`src/inc/ptb_pkg.sv`:
```
package ptb_pkg;

  // Divider chain
  localparam int DIVIDER_STAGES = 15;
  localparam int RATE_WIDTH     = 3;
  localparam int TAP_WIDTH      = 4;

  // Register byte addresses
  localparam logic [7:0] TIMEBASE_CONTROL_OFFSET = 8'h1c;
  localparam logic [7:0] CLOCK_GEN_CONTROL_OFFSET = 8'h20;
  localparam logic [7:0] DIVIDER_COUNT_OFFSET    = 8'h24;

  // timebase_control fields
  localparam int PENDING_BIT   = 7;
  localparam int RATE_MSB      = 6;
  localparam int RATE_LSB      = 4;
  localparam int ACK_BIT       = 3;
  localparam int IRQ_EN_BIT    = 2;
  localparam int ENABLE_BIT    = 1;

  // clock_generator_control fields
  localparam int EXT_CLK_EN_BIT   = 0;
  localparam int RUN_IN_STOP_BIT  = 1;

  // Values after reset
  localparam logic [RATE_WIDTH-1:0] RATE_RESET     = 3'h0;
  localparam logic                  IRQ_EN_RESET   = 1'h0;
  localparam logic                  ENABLE_RESET   = 1'h0;
  localparam logic                  PENDING_RESET  = 1'h0;
  localparam logic                  EXT_CLK_RESET  = 1'h0;
  localparam logic                  RUN_STOP_RESET = 1'h0;

  // Tap exponent per rate code: divider = 2**exponent
  localparam logic [TAP_WIDTH-1:0] TAP_EXP_0 = 4'hf;
  localparam logic [TAP_WIDTH-1:0] TAP_EXP_1 = 4'hd;
  localparam logic [TAP_WIDTH-1:0] TAP_EXP_2 = 4'hb;
  localparam logic [TAP_WIDTH-1:0] TAP_EXP_3 = 4'h7;
  localparam logic [TAP_WIDTH-1:0] TAP_EXP_4 = 4'h6;
  localparam logic [TAP_WIDTH-1:0] TAP_EXP_5 = 4'h5;
  localparam logic [TAP_WIDTH-1:0] TAP_EXP_6 = 4'h4;
  localparam logic [TAP_WIDTH-1:0] TAP_EXP_7 = 4'h0;

  typedef enum logic [1:0] {
    REG_NONE,
    REG_CONTROL,
    REG_CLOCK_GEN,
    REG_COUNT
  } ptb_reg_type;

  typedef struct packed {
    logic [RATE_WIDTH-1:0] rateSelect;
    logic                  irqEnable;
    logic                  timebaseEnable;
  } ptb_ctrl_type;

  typedef struct packed {
    logic externalClockEnable;
    logic clockRunInStop;
  } ptb_clkgen_type;

endpackage : ptb_pkg

```
`src/logic/ptb_timebase.sv`:
```
// Register access over APB was left to the implementer.
`timescale 1ns/1ps

// Notes on behaviour
// RULE1: Fifteen-stage divider chain, eight taps selectable as interrupt source.
// RULE2: Divider clocked by external clock when enabled, else internal clock.
// RULE3: Divider held at zero while timebase enable is clear.
// RULE4: Divider starts counting from zero once timebase enable is set.
// RULE5: Pending flag sets whenever divider overflows at the selected tap.
// RULE6: Interrupt request asserted while pending flag and interrupt enable both set.
// RULE7: Writing one to acknowledge clears pending flag; writing zero does nothing.
// RULE8: Acknowledge bit is write-only and always reads zero.
// RULE9: Pending flag is read-only; one means interrupt pending.
// RULE10: Rate codes 0..7 give 32768,8192,2048,128,64,32,16,1 divider clocks.
// RULE11: Event period equals selected divider over divider clock frequency.
// RULE12: First event after enable comes at about half the period.
// RULE13: Later events come at exactly the selected period.
// RULE14: Software must not change rate select while timebase is enabled.
// RULE15: Counting and events continue in wait mode.
// RULE16: Control register inaccessible to the CPU during wait mode.
// RULE17: Control register inaccessible to the CPU during stop mode.
// RULE18: Block halts in stop mode unless clock run in stop is set.
// RULE19: With clock kept running in stop, counting continues for periodic wakeup.
// RULE20: Reset clears interrupt enable.
// RULE21: Reset clears timebase enable, holding the divider at zero.
// RULE22: Overflow in the same cycle as acknowledge leaves pending flag set.

module ptb_timebase
  import ptb_pkg::*;
#(
  parameter int STAGES = DIVIDER_STAGES
) (
  input  wire logic        clk,
  input  wire logic        reset,
  input  wire logic        psel,
  input  wire logic        penable,
  input  wire logic        pwrite,
  input  wire logic [7:0]  paddr,
  input  wire logic [31:0] pwdata,
  output logic      [31:0] prdata,
  output logic             pready,
  output logic             pslverr,
  input  wire logic        externalClock,
  input  wire logic        internalClock,
  input  wire logic        waitMode,
  input  wire logic        stopMode,
  output logic             rolloverIrq
);

  ptb_ctrl_type      ctrl;
  ptb_clkgen_type    clkGen;
  logic              rolloverPendingFlag;
  logic              prevDividerClock;
  logic              dividerClock;
  logic              divTick;
  logic              run;
  logic              rolloverEvent;
  logic [STAGES-1:0] count;
  logic [STAGES-1:0] tapMask;
  logic [STAGES-1:0] tapHalf;
  logic [TAP_WIDTH-1:0] tapExp;
  ptb_reg_type       setupSel;
  ptb_reg_type       accessSel;
  logic              setupPhase;
  logic              accessDone;
  logic              accessBlocked;
  logic              setupError;
  logic              writeControl;
  logic              writeClockGen;
  logic              ackWrite;
  logic [31:0]       readValue;

  // Address decode, shared by the setup and access phases
  function automatic ptb_reg_type reg_select(input logic [7:0] addr);
    ptb_reg_type sel;
    sel = REG_NONE;
    if (addr == TIMEBASE_CONTROL_OFFSET) begin
      sel = REG_CONTROL;
    end else if (addr == CLOCK_GEN_CONTROL_OFFSET) begin
      sel = REG_CLOCK_GEN;
    end else if (addr == DIVIDER_COUNT_OFFSET) begin
      sel = REG_COUNT;
    end
    return sel;
  endfunction : reg_select

  // Rate code to tap exponent
  function automatic logic [TAP_WIDTH-1:0] tap_exponent(input logic [RATE_WIDTH-1:0] rate);
    logic [TAP_WIDTH-1:0] e;
    e = TAP_EXP_0;
    unique case (rate)
      3'h0: e = TAP_EXP_0;
      3'h1: e = TAP_EXP_1;
      3'h2: e = TAP_EXP_2;
      3'h3: e = TAP_EXP_3;
      3'h4: e = TAP_EXP_4;
      3'h5: e = TAP_EXP_5;
      3'h6: e = TAP_EXP_6;
      3'h7: e = TAP_EXP_7;
    endcase
    return e;
  endfunction : tap_exponent

  // Divider clock source and tick
  assign dividerClock = clkGen.externalClockEnable ? externalClock : internalClock; // RULE2

  // Rising edge of the selected source; a source switch may add one tick
  always_ff @(posedge clk or posedge reset) begin
    if (reset) begin
      prevDividerClock <= 1'b0;
    end else begin
      prevDividerClock <= dividerClock;
    end
  end

  assign divTick = dividerClock && !prevDividerClock;

  // Stop mode freezes the chain unless its clock is kept alive; wait mode does not
  assign run = !stopMode || clkGen.clockRunInStop; // RULE15 RULE18 RULE19

  // Tap mask and half point
  assign tapExp = tap_exponent(ctrl.rateSelect); // RULE10

  always_comb begin
    tapMask = '0;
    tapHalf = '0;
    for (int i = 0; i < STAGES; i++) begin
      if (TAP_WIDTH'(i) < tapExp) begin
        tapMask[i] = 1'b1;
      end
      if (TAP_WIDTH'(i + 1) == tapExp) begin
        tapHalf[i] = 1'b1;
      end
    end
  end

  ptb_divider #(
    .STAGES(STAGES)
  ) u_divider (
    .clk          (clk),
    .reset        (reset),
    .ctrl         (ctrl),
    .run          (run),
    .divTick      (divTick),
    .tapMask      (tapMask),
    .tapHalf      (tapHalf),
    .rolloverEvent(rolloverEvent), // RULE1 RULE11
    .count        (count)
  );

  // APB phases
  assign setupPhase    = psel && !penable;
  assign accessDone    = psel && penable && pready;
  assign setupSel      = reg_select(paddr);
  assign accessSel     = reg_select(paddr);
  assign accessBlocked = waitMode || stopMode;
  assign setupError    = (setupSel == REG_NONE) ||
                         ((setupSel == REG_CONTROL) && accessBlocked); // RULE16 RULE17

  // Writes land only at the completing edge of an error-free access
  assign writeControl  = accessDone && pwrite && !pslverr && (accessSel == REG_CONTROL);
  assign writeClockGen = accessDone && pwrite && !pslverr && (accessSel == REG_CLOCK_GEN);
  assign ackWrite      = writeControl && pwdata[ACK_BIT]; // RULE7

  // Zero-wait answer: pready high in the first access cycle
  always_ff @(posedge clk or posedge reset) begin
    if (reset) begin
      pready <= 1'b0;
    end else begin
      pready <= setupPhase;
    end
  end

  always_ff @(posedge clk or posedge reset) begin
    if (reset) begin
      pslverr <= 1'b0;
    end else begin
      pslverr <= setupPhase && setupError;
    end
  end

  // Read data assembled from live state
  always_comb begin
    readValue = '0;
    unique case (setupSel)
      REG_CONTROL: begin
        readValue[PENDING_BIT]         = rolloverPendingFlag; // RULE9
        readValue[RATE_MSB:RATE_LSB]   = ctrl.rateSelect;
        readValue[ACK_BIT]             = 1'b0; // RULE8
        readValue[IRQ_EN_BIT]          = ctrl.irqEnable;
        readValue[ENABLE_BIT]          = ctrl.timebaseEnable;
      end
      REG_CLOCK_GEN: begin
        readValue[EXT_CLK_EN_BIT]      = clkGen.externalClockEnable;
        readValue[RUN_IN_STOP_BIT]     = clkGen.clockRunInStop;
      end
      REG_COUNT: begin
        readValue[STAGES-1:0]          = count;
      end
      REG_NONE: begin
        readValue = '0;
      end
    endcase
  end

  // Captured at setup, so a flag set during the access shows next read
  always_ff @(posedge clk or posedge reset) begin
    if (reset) begin
      prdata <= '0;
    end else if (setupPhase && !pwrite && !setupError) begin
      prdata <= readValue;
    end else begin
      prdata <= '0;
    end
  end

  // Control fields
  always_ff @(posedge clk or posedge reset) begin
    if (reset) begin
      ctrl.rateSelect     <= RATE_RESET;
      ctrl.irqEnable      <= IRQ_EN_RESET; // RULE20
      ctrl.timebaseEnable <= ENABLE_RESET; // RULE21
    end else if (writeControl) begin
      // Rate changes while enabled are accepted as written
      ctrl.rateSelect     <= pwdata[RATE_MSB:RATE_LSB]; // RULE14
      ctrl.irqEnable      <= pwdata[IRQ_EN_BIT];
      ctrl.timebaseEnable <= pwdata[ENABLE_BIT];
    end
  end

  // Clock generator configuration seen by this block
  always_ff @(posedge clk or posedge reset) begin
    if (reset) begin
      clkGen.externalClockEnable <= EXT_CLK_RESET;
      clkGen.clockRunInStop      <= RUN_STOP_RESET;
    end else if (writeClockGen) begin
      clkGen.externalClockEnable <= pwdata[EXT_CLK_EN_BIT];
      clkGen.clockRunInStop      <= pwdata[RUN_IN_STOP_BIT];
    end
  end

  // Pending flag: a new overflow beats a simultaneous acknowledge
  always_ff @(posedge clk or posedge reset) begin
    if (reset) begin
      rolloverPendingFlag <= PENDING_RESET;
    end else if (rolloverEvent) begin
      rolloverPendingFlag <= 1'b1; // RULE5 RULE22
    end else if (ackWrite) begin
      rolloverPendingFlag <= 1'b0; // RULE7
    end
  end

  // Request level, one cycle behind the flag
  always_ff @(posedge clk or posedge reset) begin
    if (reset) begin
      rolloverIrq <= 1'b0;
    end else begin
      rolloverIrq <= rolloverPendingFlag && ctrl.irqEnable; // RULE6
    end
  end

endmodule : ptb_timebase

```
`src/logic/ptb_divider.sv`:
```
`timescale 1ns/1ps

module ptb_divider
  import ptb_pkg::*;
#(
  parameter int STAGES = DIVIDER_STAGES
) (
  input  wire logic              clk,
  input  wire logic              reset,
  input  wire ptb_ctrl_type      ctrl,
  input  wire logic              run,
  input  wire logic              divTick,
  input  wire logic [STAGES-1:0] tapMask,
  input  wire logic [STAGES-1:0] tapHalf,
  output logic                   rolloverEvent,
  output logic      [STAGES-1:0] count
);

  logic [STAGES-1:0] next_count;
  logic              advance;

  assign advance    = ctrl.timebaseEnable && run && divTick;
  assign next_count = count + STAGES'(1);

  always_ff @(posedge clk or posedge reset) begin
    if (reset) begin
      count <= '0;
    end else if (!ctrl.timebaseEnable) begin
      count <= '0; // RULE3
    end else if (advance) begin
      count <= next_count; // RULE4
    end
  end

  // Tap bit rising: first event after half a period (after one tick at divider 1), then every period
  always_ff @(posedge clk or posedge reset) begin
    if (reset) begin
      rolloverEvent <= 1'b0;
    end else begin
      rolloverEvent <= advance && ((next_count & tapMask) == tapHalf); // RULE5 RULE12 RULE13
    end
  end

endmodule : ptb_divider

```
`config.mk`:
```
export PLATFORM = sky130hd
export DESIGN_NAME = ptb_timebase
export DESIGN_NICKNAME = d
export VERILOG_FILES = /design/src/inc/ptb_pkg.sv /design/src/logic/ptb_timebase.sv /design/src/logic/ptb_divider.sv
export SDC_FILE = /design/constraint.sdc
export NUM_CORES = 1
export LEC_CHECK = 0
export ABC_AREA = 1
export BUFFER_PORTS_ARGS = -buffer_cell sky130_fd_sc_hd__buf_2
export CAP_MARGIN = 20
export CORE_MARGIN = 2
export CORE_UTILIZATION = 54
export CTS_CLUSTER_SIZE = 28
export DETAILED_ROUTE_END_ITERATION = 7
export GPL_ROUTABILITY_DRIVEN = 0
export PLACE_DENSITY = 0.85
export SLEW_MARGIN = 10
export SYNTH_ARGS = -nofsm -noshare
export SYNTH_HDL_FRONTEND = slang
export SYNTH_SLANG_ARGS = --single-unit
```
`constraint.sdc`:
```
create_clock -name clk -period 3.95 [get_ports clk]
set_clock_uncertainty 0.15 [all_clocks]
set_input_delay 0.1975 -clock clk [delete_from_list [all_inputs] [get_ports clk]]
set_output_delay 0.1975 -clock clk [all_outputs]
set_load 0.005 [all_outputs]
```
## After elaboration in Yosys (flattened, before gate mapping)

Memories as Yosys holds them, arrays and structs flattened.
Cells that the tools add are included.

- Bits in registers: 60
- ROM bits: 32
- Input port bits: 49
- Logic and storage cells: 125
- Memories kept: 1

Memories:

| memory | words | bits a word | read ports | clocked after Yosys merged registers in | write ports | line | text |
|---|---|---|---|---|---|---|---|
| (name not given) | 8 | 4 | 1 | 0 | 0 | ptb_timebase.sv:91 | `unique case (rate)` |

- $add $sub $neg: 1
- Magnitude comparators: 15
- Eq/ne operators: 23
- Muxes and demuxes: 43
- Bitwise logic cells: 1
- Reduce and logical (&&, ||, !) cells: 28

Operator list:

| cell | number |
|---|---|
| 2-to-1 mux 15 bit | 3 |
| 2-to-1 mux 1 bit | 33 |
| equality test 4 bit (first input constant) | 8 |
| < comparator 4 bit (first input constant) | 7 |
| logical AND 1 bit | 17 |
| equality test 3 x 4 -> 1 bit (first input constant) | 4 |
| equality test 8 x 6 -> 1 bit (second input constant) | 2 |
| < comparator 3 x 4 -> 1 bit (first input constant) | 4 |
| adder 15 x 1 -> 15 bit (second input constant) | 1 |
| AND 15 bit | 1 |
| equality test 15 bit | 1 |
| one-hot mux 6 bit (2 select lines) | 1 |
| equality test 2 x 4 -> 1 bit (first input constant) | 2 |
| equality test 8 x 5 -> 1 bit (second input constant) | 1 |
| < comparator 1 x 4 -> 1 bit (first input constant) | 2 |
| < comparator 2 x 4 -> 1 bit (first input constant) | 2 |
| 2-to-1 mux 7 bit | 1 |
| zero test 1 bit | 6 |
| 2-to-1 mux 2 bit | 3 |
| equality test 1 x 4 -> 1 bit (first input constant) | 1 |
| equality test 2 bit (second input constant) | 2 |
| one-hot mux 1 bit (4 select lines) | 1 |
| logical OR 1 bit | 3 |
| equality test 2 x 1 -> 1 bit (second input constant) | 1 |
| 4 further kinds | 4 |

## Depth between registers and ports, before layout

Gate-level depths: netlist of the first run.

- Depth after elaboration: 10
- Gate-level depth with buffers: 12
- Depth with buffers taken out: 12

## Modules after synthesis

Synthesis of the first run repeated with hierarchy kept, for this count alone.

- Cells, all modules: 417
- Area, all modules: 2,870.3 µm²

Modules (own cells, without submodules):

| module | instances | cells each | area each (µm²) | sequential area each (µm²) |
|---|---|---|---|---|
| ptb_timebase | 1 | 197 | 1,555.2 | 675.6 |
| ptb_divider | 1 | 220 | 1,315.0 | 400.4 |

## Least setup slack after synthesis of the first run

OpenSTA, ideal clock, no wires.

- Kind: flip-flop to flip-flop
- Start: register u_divider.count[0]
- End: register u_divider.rolloverEvent
- Library setup time: 0.114 ns
- Data arrival time: 1.390 ns
- Setup slack: 2.296 ns
- Cell stages (with the launch flop): 13
- Clock period less this slack: 1.654 ns
- Path through: dfrtp_1 -> ha_1 -> nand2_2 -> nor2_4 -> nand3_1 -> inv_1 -> nand2_1 -> nand2_1 -> nand3_1 -> nand2_1 -> inv_1 -> nand2_1 -> nor2_1

- Cells in the longest elaborated chain, start to end: 4

Ends and longest elaborated chain:

| what | line | text |
|---|---|---|
| start, declared | ptb_divider.sv:16 | `output logic [STAGES-1:0] count` |
| start signal, assigned | ptb_divider.sv:31 | `count <= next_count;` |
| adder 15 x 1 -> 15 bit | ptb_divider.sv:23 | `assign next_count = count + STAGES'(1);` |
| AND 15 bit | ptb_divider.sv:40 | `rolloverEvent <= advance && ((next_count & tapMask) == tapHalf);` |
| equality test 15 bit | ptb_divider.sv:40 |  |
| logical AND 1 bit | ptb_divider.sv:40 |  |
| end signal, assigned | ptb_divider.sv:40 |  |
| end, declared | ptb_divider.sv:15 | `output logic rolloverEvent,` |

No other way between the ends.
A chain may end at the register's enable or synchronous reset.

## Final worst setup path of the first run

Same ends and word-level chain as after synthesis.

==> results of run 1 <==
-- per-stage QoR --
| stage | worst slack [ps] | power [W] | std cells |
|---|---|---|---|
| finish | 1930 | 0.000759 | 416 |
| global route | 1730 | 0.000789 | 416 |
| CTS | 1950 | 0.000762 | 416 |
| detailed placement | 2000 | 0.000491 | 403 |
| global placement | 2060 | 0.000490 | 403 |
| floorplan | 2300 | 0.000485 | 330 |
-- how the worst min path moves through the flow --
stage / slack [ps] / to / start / depth (start not counted)
finish: 0.9 / clkGen[1]$_DFFE_PP0P_ / pwdata[0] / 3
detailed placement: 210 / rolloverIrq$_DFF_PP0_ / reset / 3
CTS: 9 / clkGen[1]$_DFFE_PP0P_ / pwdata[0] / 3
global route: 30 / clkGen[1]$_DFFE_PP0P_ / pwdata[0] / 3
global placement: 200 / rolloverIrq$_DFF_PP0_ / reset / 3
floorplan: 110 / pready$_DFF_PP0_ / penable / 1
-- flip-flops by register name, indices dropped and copies added (netlist names) --
register,count
rolloverPendingFlag,1
pready,1
prdata,15
u_divider.count,15
prevDividerClock,1
rolloverIrq,1
u_divider.rolloverEvent,1
pslverr,1
clkGen,2
ctrl,5
-- synth_stat cells, types with 2 or more instances --
cell     instances
nand4_1          8
nor2_1          23
nor3_2           7
o22ai_1          7
nor3_1           6
nand2_1         84
o21ai_0         12
dfrtp_1         43
inv_1           40
mux2_2           4
buf_2            2
buf_4           17
nor2_4           2
nand3_1         25
nor2_2           3
a21oi_1          7
or2_4            2
nand2_2          3
a21oi_2          3
-- area by class of cell --
class / count / area (sq um)
Fill cell: 365 / 1570
Multi-Input combinational cell: 225 / 1160
Sequential cell: 43 / 1080
Timing Repair Buffer: 48 / 273
Inverter: 41 / 154
Clock buffer: 5 / 68.8
Tap cell: 52 / 65.1
Clock inverter: 2 / 13.8
-- cell usage in the layout, fill, tap and decap left out, drive strengths merged --
cell type    netlist  layout
nand3             27      27
buf               20      42
dfrtp             43      43
ha                 1       1
a22o               1       1
inv               41      41
or2                3       3
o31ai              1       1
nand2             88      88
nor3              13      13
o211ai             1       1
dlygate4sd3        0       6
o22ai              7       7
clkbuf             1       5
a21o               1       1
mux2               4       4
a21oi             10      10
nor2              29      29
o21ai             12      12
conb               1      17
and2               1       1
nor4               1       1
nand4              8       8
clkinv             0       2
-- metal layers --
metal | vias up | global-route usage, % | routed length (microns)
met5 | - | 0 | 0
met4 | 0 | 10.3 | 120
met3 | 14 | 3.52 | 361
met2 | 107 | 38.8 | 2600
met1 | 1026 | 27.9 | 2210
li1 | 1078 | - | -
-- kinds of logic after synthesis --
family | count (synthesis) | share of synthesized area (%)
buf+inv | 62 | 12.3
fa+ha+maj | 1 | 0.503
flops | 43 | 43.3
compound gates | 33 | 8.46
other cells | 1 | 0.151
mux | 4 | 1.81
simple gates | 170 | 33.5
-- repair_timing --
item                                    in CTS  in global routing
endpoints found under the setup margin       0                  0
buffers inserted                             0                  0
hold buffers                                 6                  0
endpoints found under the hold margin       49                  0
-- worst max-delay path, delay by kind of cell, from the launching register on --
| kind | cells | cell delay [ps] |
|---|---|---|
| simple gates | 10 | 1000 |
| flops | 1 | 480 |
| fa+ha+maj | 1 | 290 |
-- power by group --
group	internal, W	switching (W)
clock	0.000121	0.000151
combinational	0.0000177	0.0000265
sequential	0.000442	0.00000110
total	0.000580	0.000179
==> key figures, run 1 <==
Run status
  – Status: finished, final reports clean

Route
  – ANT nets after route: 0
  – Vias/cell: 5.35
  – DRT Pass-1 Iters: 6
  – DRC: 0
  – Via count: 2,225
  – Routed wire length: 5.29 mm
  – Initial drt markers: 227
  – Average wire per cell in the routed design: 12.7 microns

STA
  – Final Slew Violations: 0
  – RSZ-0062 raised after global routing: false
  – Setup_tns: 0 ps
  – Hold WS: 0.943 ps
  – Max Fclk: 495 MHz
  – Worst-margin pin slew: 534 ps
  – # setup viols final: 0
  – Tcrit/Tclk final: 51.2%
  – Final min period: ~2000 ps
  – Max-Slew Margin vs Limit: 64.4%
  – Final hold vios: 0

Final layout
  – Fin area: 0.00281 sq mm
  – Layout cells sized above 1: 22.0%
  – Core Util, Final: between 60% and 70%
  – Layout area overhead: 13.2%
  – Fin nets: 414
  – Diode count: 0

Logic synthesis
  – Async SR Flop Fraction: 100%
  – Total of warnings raised by yosys: 0
  – #FFs+latches synth: 43
  – Syn avg cell area: 7.92 sq um
  – Synth cell types: 35
  – Ys flop type: dfrtp_1
  – Yosys top cell by area: dfrtp_1
  – Mapped Cells: 314
  – Ranking of synthesized cells by area: dfrtp_1, nand2_1, inv_1
  – Top cell type's share of synthesized area: 43.3%
  – Post-synth EDFFs: 0
  – Seq/Total Area, Yosys: 43.3%
  – Post-Syn Area: 0.00249 sq mm

Clocking
  – CTS Sinks: 43
  – CTS Root Cell: clkbuf_8
  – PostCTS Resize Cnt: 0
  – Clk_lat worst skew: 300 ps
  – Max H-tree Level: 2
  – Reg clk slew, reported paths: 80 ps
  – CTS buffer count: 5
  – Clock Tree Buf Depth: 2
  – TritonCTS clock tree: built

Critical path
  – Worst Path Max Fanout: 7
  – Crit path cell chain: ha_1 > nand2_2 > nor2_4 > nand3_1 > nand2_1 > nand2_1 > nand2_1 > nand2_1 > nor2_1 > nand3_1 > nor2_1
  – Crit path from: u_divider.count[0]$_DFFE_PP0P_
  – Worst path arrival time: 2090 ps
  – Max stage delay on crit path: 480 ps
  – Crit path to: u_divider.rolloverEvent$_DFF_PP0_
  – Crit Path Class: reg -> reg
  – Reg2Reg Launch Point: u_divider.count[0]$_DFFE_PP0P_
  – Worst path slowest cell: dfrtp_1
  – Reg2reg setup slack: 1930 ps
  – CP required: 4020 ps
  – Worst setup EP type: register
  – CP most frequent cell: nand2_1
  – FF-to-FF path depth: 11
  – Worst Setup Start Kind: register
  – R2r endpoint: u_divider.rolloverEvent$_DFF_PP0_

Global route
  – Initial antenna violation count: 0
  – First-pass GRT wire length: 9.08 mm
  – Largest net degree at the start of global routing: 44
  – GRT overflow: 0
  – Number of global-route vias before repair: approximately 2,100
  – Total track usage: 22.6%

Power and ir drop
  – Power density over cell area: ~270 mW/mm^2
  – VDD IR-drop max: 0.000207 V
  – LEAKAGE: 1.45 nW

Run
  – Max Cap Viol: 0

Floorplan
  – Die area: 0.00516 sq mm
  – Initial core utilization: about 57%
  – Core area: 0.00438 sq mm
  – # IOs: 84
  – DIE WIDTH: 71.9 microns
  – Die Ht: roughly 72 microns
  – Row Count: 24

Placed design
  – Detailed placement HPWL: 3.81 mm
  – Port buffer count: 41
  – Post-DP Area: around 0.0027 sq mm

Hold path
  – Hold Path Class: in -> reg
No activity file was read; power rests on OpenSTA's default activity.
==> run 2, diff against run 1 <==
- CORE_UTILIZATION: 54 -> 50
- PLACE_DENSITY: 0.85 -> 0.79
- clock period: 3.95 -> 2 ns (I/O delays scaled with it)
==> run 2 against run 1 <==
Sequential cell count unchanged; critical path depth down 5; global-route usage up 0.13 points; count of clock-buffer cells in the layout unchanged; utilization down 1.4 points; register-to-register slack worse by 1700 ps; final cell count up 7.2%; highest routed layer unchanged; total power up 99%; final area up 6.0%.
==> key figures, run 2 (synthesis gave the netlist of run 1 again) <==
Power and ir drop
  – Total power: 0.00151 W
  – Power density over cell area: 506 mW/mm^2
  – VDD IR-drop max: approximately 0.00031 V
  – LEAKAGE: 1.53 nW

Clocking
  – Max H-tree Level: 2
  – Clock Tree Buf Depth: 2
  – TritonCTS clock tree: built
  – CTS buffer count: 5
  – Postcts setup bufs: 0
  – CTS Root Cell: clkbuf_8
  – Clk_lat worst skew: 290 ps
  – Hold_buf cts: 16
  – Reg clk slew, reported paths: approximately 80 ps
  – PostCTS Resize Cnt: 0
  – CTS Sinks: 43

Floorplan
  – # IOs: 84
  – DIE WIDTH: 74.5 microns
  – Die area: 0.00555 sq mm
  – Row Count: 25
  – Die Ht: 74.5 microns
  – Core area: 0.00475 sq mm
  – Initial core utilization: between 50% and 60%

Route
  – DRC: 0
  – Via count: 2,287
  – Vias/cell: a little over 5
  – Routed wire length: ~5.7 mm
  – DRT Pass-1 Iters: 5
  – ANT nets after route: 0
  – Average wire per cell in the routed design: between 10 and 15 microns
  – Initial drt markers: 210

Critical path
  – Worst Path Max Fanout: 4
  – Worst setup EP type: register
  – R2r endpoint: u_divider.rolloverEvent$_DFF_PP0_
  – Crit Path Class: in -> reg
  – Reg2reg setup slack: around 210 ps
  – CP required: 2070 ps
  – Reg2Reg Launch Point: u_divider.count[1]$_DFFE_PP0P_
  – Worst path arrival time: around 1900 ps
  – FF-to-FF path depth: 11
  – Worst Setup Start Kind: input port

Placed design
  – Detailed placement HPWL: about 4 mm
  – Post-DP Area: 0.00274 sq mm
  – Port buffer count: 41

STA
  – Worst-margin pin slew: 522 ps
  – Max Fclk: 556 MHz
  – Tcrit/Tclk final: 89.9%
  – Final min period: ~1800 ps
  – RSZ-0062 raised after global routing: false
  – # setup viols final: 0
  – Final Slew Violations: 0
  – Final hold vios: 0
  – Setup_tns: 0 ps
  – Max-Slew Margin vs Limit: 65.2%

Final layout
  – Layout cells sized above 1: 22.4%
  – Largest regs: prdata: 15 flops, u_divider.count: 15 flops, ctrl: 5 flops
  – Fin nets: 429
  – Diode count: 0
  – Layout area overhead: 20.0%
  – Core Util, Final: 62.7%
  – Most frequent cells in the layout: nand2_1, dfrtp_1, buf_2, inv_1, nand3_1
  – Fin area: 0.00298 sq mm
  – Most common cell after layout, fill and taps aside: nand2_1

Global route
  – GRT overflow: 0
  – Total track usage: between 20% and 30%
  – Number of global-route vias before repair: 2,209
  – Largest net degree at the start of global routing: 44
  – First-pass GRT wire length: 9.65 mm
  – Initial antenna violation count: 0

Run
  – Max Cap Viol: 0

Hold path
  – Worst Hold End: prdata[1]$_DFF_PP0_
  – Hold Path Class: in -> reg
  – Hold Path Depth: 4
  – Hold Startpoint: paddr[2]

Run status
  – Status: finished, final reports clean
-- run 2: report_power, final --
group	internal [W]	switching, W
clock	0.000239	0.000293
sequential	0.000872	0.00000234
combinational	0.0000469	0.0000558
total	0.00116	0.000351
-- run 2: worst max path at each step --
stage	slack [ps]	to	depth (start not counted)	startpoint
final	200	prdata[1]$_DFF_PP0_	6	waitMode
after global routing	30	u_divider.rolloverEvent$_DFF_PP0_	11	u_divider.count[1]$_DFFE_PP0P_
after CTS	210	u_divider.rolloverEvent$_DFF_PP0_	11	u_divider.count[1]$_DFFE_PP0P_
after detailed placement	230	u_divider.rolloverEvent$_DFF_PP0_	11	u_divider.count[1]$_DFFE_PP0P_
after global placement	270	u_divider.rolloverEvent$_DFF_PP0_	11	u_divider.count[0]$_DFFE_PP0P_
after floorplan	350	u_divider.rolloverEvent$_DFF_PP0_	12	u_divider.count[0]$_DFFE_PP0P_
-- run 2: metrics by stage --
stage	worst slack, ps	hold slack [ps]	std cells
2_1_floorplan	346	16.4	330
3_3_place_gp	274	103	423
3_5_place_dp	226	118	423
4_1_cts	206	12.6	446
5_1_grt	25.1	26.1	446
6_report	202	15.7	446
-- run 2: final cells by class --
| cell class | count | area (sq um) |
|---|---|---|
| Fill cell | 427 | 1770 |
| Multi-Input combinational cell | 225 | 1160 |
| Sequential cell | 43 | 1080 |
| Timing Repair Buffer | 63 | 423 |
| Inverter | 41 | 154 |
| Tap cell | 67 | 83.8 |
| Clock buffer | 5 | 68.8 |
| Clock inverter | 2 | 13.8 |
-- run 2: worst max-delay path, cell delays in order --
cell,delay [ps]
dlygate4sd3_1,560
buf_2,140
o31ai_4,270
dlygate4sd3_1,590
nand3_1,70
a21oi_1,130
-- run 2: metal layers --
layer  up-vias  global-route usage (%)  wire (microns)
li1       1106                       -               -
met1      1069                    28.5            2370
met2       101                    38.7            2830
met3        11                    4.61             343
met4         0                    8.33             111
met5         -                       0               0
